$ cat src/hw/sysbus_pkg.sv
// shared constants and carrier types for the processor system bus interface
package sysbus_pkg;
    // ****************************************
    // widths and sizes
    // ****************************************
    localparam int ADDR_W       = 32;
    localparam int DATA_W       = 64;
    localparam int APAR_W       = ADDR_W / 8;
    localparam int DPAR_W       = DATA_W / 8;
    localparam int BURST_BEATS  = 4;
    localparam int SECTOR_BYTES = 32;
    localparam int IO_MAX_BYTES = 128;

    // ****************************************
    // transfer type codes
    // ****************************************
    localparam logic [4:0] TT_READ      = 5'h0a;
    localparam logic [4:0] TT_WRITE     = 5'h02;
    localparam logic [4:0] TT_READ_BST  = 5'h0e;
    localparam logic [4:0] TT_WRITE_BST = 5'h06;
    localparam logic [4:0] TT_KILL      = 5'h0c;
    localparam logic [4:0] TT_TLB_INV   = 5'h18;
    localparam logic [4:0] TT_IO_LOAD   = 5'h1a;
    localparam logic [4:0] TT_IO_STORE  = 5'h12;

    // ****************************************
    // reset values
    // ****************************************
    localparam logic [1:0] BEAT_RST = 2'h0;
    localparam logic [2:0] SIZE_RST = 3'h0;

    typedef enum logic [1:0] {
        OP_SINGLE,
        OP_BURST,
        OP_ADDR_ONLY,
        OP_IO
    } op_kind_t;

    // request from the core side
    typedef struct packed {
        op_kind_t           kind;
        logic               write;
        logic               wt;
        logic               ci;
        logic [2:0]         size;
        logic [ADDR_W-1:0]  addr;
    } core_req_t;

    // attributes driven with the address
    typedef struct packed {
        logic [4:0]         transfer_type_code;
        logic [2:0]         size;
        logic               burst;
        logic               wt;
        logic               ci;
    } attr_t;
endpackage

$ cat src/hw/processor_system_bus_interface.sv
// bus-clock side of the processor external system bus interface
`timescale 1ns/1ns
module processor_system_bus_interface
    import sysbus_pkg::*;
#(
    parameter int IO_BYTES_MAX = IO_MAX_BYTES
) (
    // clock and reset
    input  wire logic                  clk,
    input  wire logic                  rstn,
    // core request side
    input  wire logic                  req_valid,
    input  wire core_req_t             req,
    input  wire logic [DATA_W-1:0]     req_wdata,
    output logic                       req_ready,
    output logic                       done,
    output logic                       done_error,
    output logic [DATA_W-1:0]          rdata,
    output logic                       rdata_valid,
    // address arbitration
    output logic                       addr_bus_req_n,
    input  wire logic                  addr_bus_grant_n,
    // address start
    output logic                       memory_transfer_start_n,
    output logic                       io_ctrl_transfer_start_n,
    // address transfer
    output logic [ADDR_W-1:0]          addr_out,
    output logic [APAR_W-1:0]          addr_parity_bits,
    output logic                       addr_oe,
    output logic                       addr_parity_err_n,
    // transfer attributes
    output attr_t                      attr,
    // address termination
    input  wire logic                  addr_ack_n,
    input  wire logic                  address_retry_n,
    // data arbitration
    output logic                       data_bus_req_n,
    input  wire logic                  data_bus_grant_n,
    // data transfer
    input  wire logic [DATA_W-1:0]     data_in,
    input  wire logic [DPAR_W-1:0]     data_par_in,
    output logic [DATA_W-1:0]          data_out,
    output logic [DPAR_W-1:0]          data_par_out,
    output logic                       data_oe,
    output logic                       data_parity_err_n,
    // data termination
    input  wire logic                  data_ack_n,
    input  wire logic                  data_retry_n
);
    // ****************************************
    // checks
    // ****************************************
    initial begin
        if (IO_BYTES_MAX < 1 || IO_BYTES_MAX > IO_MAX_BYTES) begin
            $error("io transfer size out of range");
        end
    end

    // ****************************************
    // reset release and pin synchronisers
    // ****************************************
    logic [1:0] rst_sync;
    logic       rst_n;
    always_ff @(posedge clk or negedge rstn) begin
        if (!rstn) begin
            rst_sync <= 2'h0;
        end else begin
            rst_sync <= {rst_sync[0], 1'b1};
        end
    end
    assign rst_n = rst_sync[1];

    // control pins: bit0 abg, 1 aack, 2 address_retry_n, 3 dbg, 4 ta, 5 dretry
    localparam int CTL_W = 6;
    logic [CTL_W-1:0] ctl_s1;
    logic [CTL_W-1:0] ctl_s2;
    logic [DATA_W-1:0] din_s1;
    logic [DATA_W-1:0] din_s2;
    logic [DPAR_W-1:0] dpar_s1;
    logic [DPAR_W-1:0] dpar_s2;
    always_ff @(posedge clk or negedge rst_n) begin
        if (!rst_n) begin
            ctl_s1  <= {CTL_W{1'b1}};
            ctl_s2  <= {CTL_W{1'b1}};
            din_s1  <= '0;
            din_s2  <= '0;
            dpar_s1 <= {DPAR_W{1'b1}};
            dpar_s2 <= {DPAR_W{1'b1}};
        end else begin
            ctl_s1  <= {data_retry_n, data_ack_n, data_bus_grant_n,
                        address_retry_n, addr_ack_n, addr_bus_grant_n};
            ctl_s2  <= ctl_s1;
            din_s1  <= data_in;
            din_s2  <= din_s1;
            dpar_s1 <= data_par_in;
            dpar_s2 <= dpar_s1;
        end
    end

    // active-low pins asserted when low
    wire abg_w    = ~ctl_s2[0];
    wire aack_w   = ~ctl_s2[1];
    wire address_retry_n_w  = ~ctl_s2[2];
    wire dbg_w    = ~ctl_s2[3];
    wire ta_w     = ~ctl_s2[4];
    wire dretry_w = ~ctl_s2[5];

    // ****************************************
    // parity
    // ****************************************
    logic [APAR_W-1:0] apar_gen;
    logic [DPAR_W-1:0] dpar_gen;
    logic [DPAR_W-1:0] dpar_chk;
    logic [ADDR_W-1:0] addr_q;
    logic [DATA_W-1:0] wdata_q;

    odd_parity #(.LANES(APAR_W)) u_apar (.data(addr_q),  .par(apar_gen));
    odd_parity #(.LANES(DPAR_W)) u_dpar (.data(wdata_q), .par(dpar_gen));
    odd_parity #(.LANES(DPAR_W)) u_dchk (.data(din_s2),  .par(dpar_chk));
    wire rd_par_bad = (dpar_chk != dpar_s2);

    // ****************************************
    // transaction decode
    // ****************************************
    core_req_t cur;
    // bypass accesses forced to single beat; burst only for full sectors
    wire       bypass_w    = req.ci | req.wt;
    op_kind_t  next_kind;
    assign next_kind = (req.kind == OP_BURST && bypass_w) ? OP_SINGLE : req.kind;
    wire       has_data_w  = (cur.kind != OP_ADDR_ONLY);
    wire       is_burst_w  = (cur.kind == OP_BURST);
    wire       is_io_w     = (cur.kind == OP_IO);

    logic [4:0] tt_w;
    assign tt_w = (cur.kind == OP_ADDR_ONLY) ? (cur.write ? TT_KILL : TT_TLB_INV) :
                  is_io_w    ? (cur.write ? TT_IO_STORE : TT_IO_LOAD) :
                  is_burst_w ? (cur.write ? TT_WRITE_BST : TT_READ_BST) :
                               (cur.write ? TT_WRITE : TT_READ);

    attr_t next_attr;
    assign next_attr = '{transfer_type_code: tt_w,
                         size:  is_burst_w ? SIZE_RST : cur.size,
                         burst: is_burst_w,
                         wt:    cur.wt,
                         ci:    cur.ci};

    // ****************************************
    // address tenure
    // ****************************************
    typedef enum logic [2:0] {
        A_IDLE,
        A_REQ,
        A_START,
        A_WAIT,
        A_DONE
    } a_state_t;
    a_state_t a_state;
    a_state_t next_a_state;
    logic     d_busy;
    logic     d_launch;

    always_comb begin
        next_a_state = a_state;
        case (a_state)
            A_IDLE: begin
                if (req_valid) begin
                    next_a_state = A_REQ;
                end
            end
            A_REQ: begin
                if (abg_w) begin
                    next_a_state = A_START;
                end
            end
            A_START: begin
                next_a_state = A_WAIT;
            end
            A_WAIT: begin
                if (address_retry_n_w) begin
                    next_a_state = A_REQ;
                end else if (aack_w) begin
                    next_a_state = A_DONE;
                end
            end
            A_DONE: begin
                // next address may start while data tenure runs on
                if (!has_data_w || !d_busy) begin
                    next_a_state = A_IDLE;
                end
            end
            default: begin
                next_a_state = A_IDLE;
            end
        endcase
    end
    assign d_launch = (a_state == A_DONE) && has_data_w && !d_busy;

    always_ff @(posedge clk or negedge rst_n) begin
        if (!rst_n) begin
            a_state <= A_IDLE;
            cur     <= '0;
            wdata_q <= '0;
        end else begin
            a_state <= next_a_state;
            if (a_state == A_IDLE && req_valid) begin
                cur      <= req;
                cur.kind <= next_kind;
                wdata_q  <= req_wdata;
            end
        end
    end
    assign addr_q = cur.addr;

    // pins: strobes one cycle in A_START
    always_ff @(posedge clk or negedge rst_n) begin
        if (!rst_n) begin
            addr_bus_req_n           <= 1'b1;
            memory_transfer_start_n  <= 1'b1;
            io_ctrl_transfer_start_n <= 1'b1;
            addr_out                 <= '0;
            addr_parity_bits         <= '0;
            addr_oe                  <= 1'b0;
            attr                     <= '0;
            req_ready                <= 1'b0;
        end else begin
            addr_bus_req_n           <= ~(next_a_state == A_REQ);
            memory_transfer_start_n  <= ~(next_a_state == A_START && !is_io_w);
            io_ctrl_transfer_start_n <= ~(next_a_state == A_START && is_io_w);
            addr_oe                  <= (next_a_state == A_START || next_a_state == A_WAIT);
            addr_out                 <= addr_q;
            addr_parity_bits         <= apar_gen;
            attr                     <= next_attr;
            req_ready                <= (next_a_state == A_IDLE);
        end
    end

    // ****************************************
    // data tenure, owned independently of the address bus
    // ****************************************
    typedef enum logic [1:0] {
        D_IDLE,
        D_REQ,
        D_XFER
    } d_state_t;
    d_state_t d_state;
    d_state_t next_d_state;
    logic [1:0] beat;
    logic       d_write;
    logic       d_burst;
    logic       d_err;
    wire        last_beat_w = !d_burst || (beat == 2'(BURST_BEATS - 1));
    wire        beat_ok_w   = (d_state == D_XFER) && ta_w && !dretry_w;
    wire        tenure_end_w = beat_ok_w && last_beat_w;

    always_comb begin
        next_d_state = d_state;
        case (d_state)
            D_IDLE: begin
                if (d_launch) begin
                    next_d_state = D_REQ;
                end
            end
            D_REQ: begin
                if (dbg_w) begin
                    next_d_state = D_XFER;
                end
            end
            D_XFER: begin
                if (tenure_end_w) begin
                    next_d_state = D_IDLE;
                end
            end
            default: begin
                next_d_state = D_IDLE;
            end
        endcase
    end
    assign d_busy = (d_state != D_IDLE);

    always_ff @(posedge clk or negedge rst_n) begin
        if (!rst_n) begin
            d_state <= D_IDLE;
            beat    <= BEAT_RST;
            d_write <= 1'b0;
            d_burst <= 1'b0;
            d_err   <= 1'b0;
        end else begin
            d_state <= next_d_state;
            if (d_launch) begin
                beat    <= BEAT_RST;
                d_write <= cur.write;
                d_burst <= is_burst_w;
                d_err   <= 1'b0;
            end else if (beat_ok_w) begin
                beat  <= beat + 2'h1;
                d_err <= d_err | (!d_write && rd_par_bad);
            end
        end
    end

    // data pins and core results
    always_ff @(posedge clk or negedge rst_n) begin
        if (!rst_n) begin
            data_bus_req_n    <= 1'b1;
            data_out          <= '0;
            data_par_out      <= '0;
            data_oe           <= 1'b0;
            data_parity_err_n <= 1'b1;
            addr_parity_err_n <= 1'b1;
            rdata             <= '0;
            rdata_valid       <= 1'b0;
            done              <= 1'b0;
            done_error        <= 1'b0;
        end else begin
            data_bus_req_n    <= ~(next_d_state == D_REQ);
            data_oe           <= (next_d_state == D_XFER) && d_write;
            // one data word reused on every burst beat; core refills are outside this block
            data_out          <= wdata_q;
            data_par_out      <= dpar_gen;
            data_parity_err_n <= ~(beat_ok_w && !d_write && rd_par_bad);
            // address is only driven by this master, so no received address to check
            addr_parity_err_n <= 1'b1;
            rdata             <= din_s2;
            rdata_valid       <= beat_ok_w && !d_write;
            done              <= tenure_end_w ||
                                 (a_state == A_DONE && !has_data_w);
            done_error        <= tenure_end_w && (d_err || (!d_write && rd_par_bad));
        end
    end
    // coherency snooping and io split responses are served by logic beyond this block
endmodule

$ cat src/hw/odd_parity.sv
// odd parity generator, one bit per byte lane
`timescale 1ns/1ns
module odd_parity
    import sysbus_pkg::*;
#(
    parameter int LANES = 8
) (
    // data in
    input  wire logic [LANES*8-1:0] data,
    // parity out
    output logic      [LANES-1:0]   par
);
    initial begin
        if (LANES < 1) begin
            $error("odd_parity: LANES must be at least one");
        end
    end

    genvar i;
    generate
        for (i = 0; i < LANES; i++) begin : g_lane
            assign par[i] = ~(^data[i*8 +: 8]);
        end
    endgenerate
endmodule

$ cat config.mk
export PLATFORM = sky130hd
export DESIGN_NAME = processor_system_bus_interface
export DESIGN_NICKNAME = d
export VERILOG_FILES = /design/src/hw/sysbus_pkg.sv /design/src/hw/processor_system_bus_interface.sv /design/src/hw/odd_parity.sv
export SDC_FILE = /design/constraint.sdc
export NUM_CORES = 1
export LEC_CHECK = 0
export BUFFER_PORTS_ARGS = -buffer_cell sky130_fd_sc_hd__buf_2
export CELL_PAD_IN_SITES_DETAIL_PLACEMENT = 0
export CELL_PAD_IN_SITES_GLOBAL_PLACEMENT = 1
export CORE_MARGIN = 3
export CORE_UTILIZATION = 47
export CTS_CLUSTER_DIAMETER = 60
export DETAILED_ROUTE_END_ITERATION = 8
export PLACE_DENSITY = 0.84
export RECOVER_POWER = 100
export SLEW_MARGIN = 5
export SYNTH_ARGS = -nofsm -noshare
export SYNTH_HDL_FRONTEND = slang
export SYNTH_SLANG_ARGS = --single-unit
$ cat constraint.sdc
create_clock -name clk -period 43.5 [get_ports clk]
set_input_delay 2.175 -clock clk [delete_from_list [all_inputs] [get_ports clk]]
set_output_delay 2.175 -clock clk [all_outputs]
set_load 0.01 [all_outputs]
==> flow_metrics.env <==
export IMPL_worstHoldPathType="flip-flop to flip-flop"
export IMPL_synth_top_area_share_pct=73.78
export IMPL_finalWorstPathRequiredPeriod_ns=11.79
export IMPL_finalSetupViolCount=0
export IMPL_timing_hold_violations_final=0
export IMPL_drt_iter0_markers=217
export IMPL_ys_top_cells_by_area="dfrtp_1 74%, mux2_2 8.0%, xnor2_1 7.1%"
export IMPL_numPortBuffers=377
export IMPL_area_growth_syn_to_layout_pct=25.16
export IMPL_place_ws_ns=39.23
export IMPL_post_cts_resize_count=0
export IMPL_globalRouteOverflowTotal=0
export IMPL_ys_types=35
export IMPL_finalSetupTns_ns=0
export IMPL_drv_max_cap_violation_count=6
export IMPL_grt_max_degree=181
export IMPL_std_cell_rows=64
export IMPL_final_antenna_net_count=0
export IMPL_grt_usage_pct=17.37
export IMPL_irDropWorstVdd_v=0.00004391
export IMPL_filler_cell_count=2449
export IMPL_worst_max_slew_margin_expressed_relative_to_the_limit_pct=-494.7
export IMPL_yosysTopAreaCell="dfrtp_1"
export IMPL_cts_repair_timing_setup_buffer_count=0
export IMPL_skew_ns=0.01508
export IMPL_gp_congestion=0.7965
export IMPL_post_synth_edffs=0
export IMPL_worstPathArrival_ns=11.59
export IMPL_critPathCaptureType="asynchronous set/reset pin"
export IMPL_start_util_pct=47.78
export IMPL_die_area_sq_um=33330
export IMPL_critPathSlowestCell="clkbuf_1"
export IMPL_run_status="finished, violations left"
export IMPL_drc=0
export IMPL_critical_path_class="flip-flop to asynchronous set/reset pin"
export IMPL_critical_path_max_stage_delay_ns=6.27
export IMPL_cts_htree_levels=2
export IMPL_clockBufferDepth=3
export IMPL_worst_skew_pair_late_latency_ns=0.54
export IMPL_p_switching_w=0.0003957
export IMPL_count_of_synthesis_stage_warnings_from_yosys=0
export IMPL_power_leakage_nw=8.168
export IMPL_die_height_um=182.6
export IMPL_final_net_count=1399
export IMPL_maxClockFrequency_mhz=84.80
export IMPL_synth_top_flop_cell="dfrtp_1"
export IMPL_numCtsBuffers=47
export IMPL_failing_checks="capacitance limit, slew limit"
export IMPL_yosysSeqAreaShare_pct=79.69
export IMPL_worst_setup_path_start_kind="flip-flop"
export IMPL_most_frequent_cell_on_critical_path="clkbuf_1"
export IMPL_detailroute_via_count=7591
export IMPL_routedWlPerCell_um=17.52
export IMPL_synth_seq_cells=465
export IMPL_power_share_sequential_pct=45.8
export IMPL_p_comb_share_pct=25.0
export IMPL_antenna_found_initial=7
export IMPL_cts_sink_count=465
export IMPL_cellPowerDensity_nw_per_um2=75.34
export IMPL_dp_final_hpwl_mm=20.64
export IMPL_synth_cell_area_sq_um=14650
export IMPL_first_pass_iters=4
export IMPL_asyncSetResetFlopFracSynth_pct=100.0
export IMPL_multi_input_gate_area_sq_um=2864
export IMPL_p_sw_share_pct=28.64
export IMPL_clkPwrFrac_pct=29.2
export IMPL_final_seq_area_sq_um=11680
export IMPL_worstMarginPinSlew_ns=8.921
export IMPL_crit_fanout=180
export IMPL_cts_hold_buffers=0
export IMPL_post_synthesis_area_per_instance_sq_um=18.43
export IMPL_rsz0062_at_grt="no"
export IMPL_cp_cell_sequence="clkbuf_1 > clkbuf_1"
export IMPL_synth_top_cells_by_count="432 x dfrtp_1, 119 x xnor2_1, 104 x mux2_2, 33 x dfstp_2, 13 x nand2_1"
export IMPL_layout_drive_gt1_share_pct=31.79
export IMPL_grt_pass1_wl_mm=45.13
export IMPL_placed_cells_incl_taps=1560
export IMPL_timing_final_crit_share_pct=27.11
export IMPL_avgViaCountPerCell=4.598
export IMPL_critical_path_required_time_ns=43.30
export IMPL_clockRootBuffer="clkbuf_16"
export IMPL_placeableCoreArea_sq_um=30670
export IMPL_synth_instances=795
export IMPL_die_w_um=182.6
export IMPL_grt_pass1_vias=8321
export IMPL_setup_slack_ns=31.71
export IMPL_worst_setup_hold_path_clk_slew_ns=0.06
export IMPL_cts_tree="built"
export IMPL_ioPinCount=380
export IMPL_wl_mm=28.92
export IMPL_final_max_slew_violation_count=553
export IMPL_synthMostInstantiatedCell="dfrtp_1"
export IMPL_cellInternalPower_w=0.0009860
export IMPL_layoutNonFillerInstCount=1651
power by group through the flow:
stage	Sequential (W)	Clock (W)	Combinational, W
CTS	0.000634	0.000415	0.000368
global placement	0.000634	0	0.000360
floorplan	0.000662	0	0.000216
detailed placement	0.000639	0	0.000366
global route	0.000651	0.000435	0.000382
finish	0.000633	0.000403	0.000345
layout by cell type, fill, tap and decap left out, types with 2 or more instances in the layout:
cell type  instances
a21oi_1            4
a311oi_1           2
and2_0             4
buf_2            182
bufinv_16          3
clkbuf_1         212
clkbuf_16         47
clkbuf_8          15
clkinv_2           5
clkinv_4           2
conb_1             3
dfrtp_1          432
dfstp_2           33
diode_2            3
inv_1              8
inv_6              5
mux2_2           104
nand2_1           13
nand2b_1           3
nand3_1            5
nand3b_1           2
nand4_1            2
nor2_1             7
nor3_1             2
o21ai_0            7
xnor2_1          119
xnor3_1            7
xor2_1            12
cells by family after synthesis:
logic type / share of synthesized area (%)
xor+xnor: 9.179
mux: 7.992
flops: 79.69
other cells: 0.05125
fa+ha+maj: 0.08538
buf+inv: 0.7343
simple gates: 1.417
compound gates: 0.8455
final timing paths:
path	end	from	slack, ns	depth (start not counted)
worst min-delay path	din_s2[4]	din_s1[4]	0.34	0
worst min register to register	din_s2[4]	din_s1[4]	0.34	0
min in group asynchronous	data_out[51]	rst_sync[1]	0.80	0
worst max register to register	d_burst	rst_sync[1]	31.71	2
worst max-delay path	d_burst	rst_sync[1]	31.71	2
max in group clk	wdata_q[46]	req_valid	36.68	6
sequential cells by signal, indices dropped and copies added (netlist names), 2 cells and up:
name,flops
addr_out,32
cur,8
dpar_s2,8
attr,10
din_s1,64
rdata,64
ctl_s2,6
dpar_s1,8
data_out,64
ctl_s1,6
din_s2,64
a_state,3
data_par_out,8
addr_q,32
rst_sync,2
d_state,2
beat,2
wdata_q,64
addr_parity_bits,4
layer usage:
metal / vias to the layer above / part of all wire [%] / track usage [%]
li1: 3441 / - / -
met1: 3798 / 36 / 20.00
met3: 78 / 9.9 / 6.936
met2: 268 / 50 / 29.42
met4: 6 / 3.5 / 6.399
met5: - / 0.16 / 0
final cells by class:
type / instances / share of cell area (%)
flip-flops and latches: 465 / 63.67
multi-input cells: 308 / 15.62
repair buffers: 383 / 9.080
clock buffers: 73 / 7.764
well taps: 396 / 2.702
clock inverters: 15 / 0.9619
inverters: 8 / 0.1637
diodes: 3 / 0.04093
worst max-delay path: cells and delay by family, from the launching register on:
family                 cells  cell delay (ns)
DFF                        1             1.62
buffers and inverters      2             9.21
through the flow:
step / utilization [%] / total power [W] / hold slack [ns] / cell area [sq um]
after detailed placement: 55.52 / 0.001006 / 0.3347 / 17030
final: 59.80 / 0.001382 / 0.3437 / 18340
after floorplan: - / 0.0008778 / 0.3312 / 14660
after CTS: 60.74 / 0.001417 / 0.3454 / 18630
after global routing: 59.80 / 0.001467 / 0.3516 / 18340
after global placement: 55.52 / 0.0009945 / 0.3314 / 17030
Power figures use the tool's default switching activity.
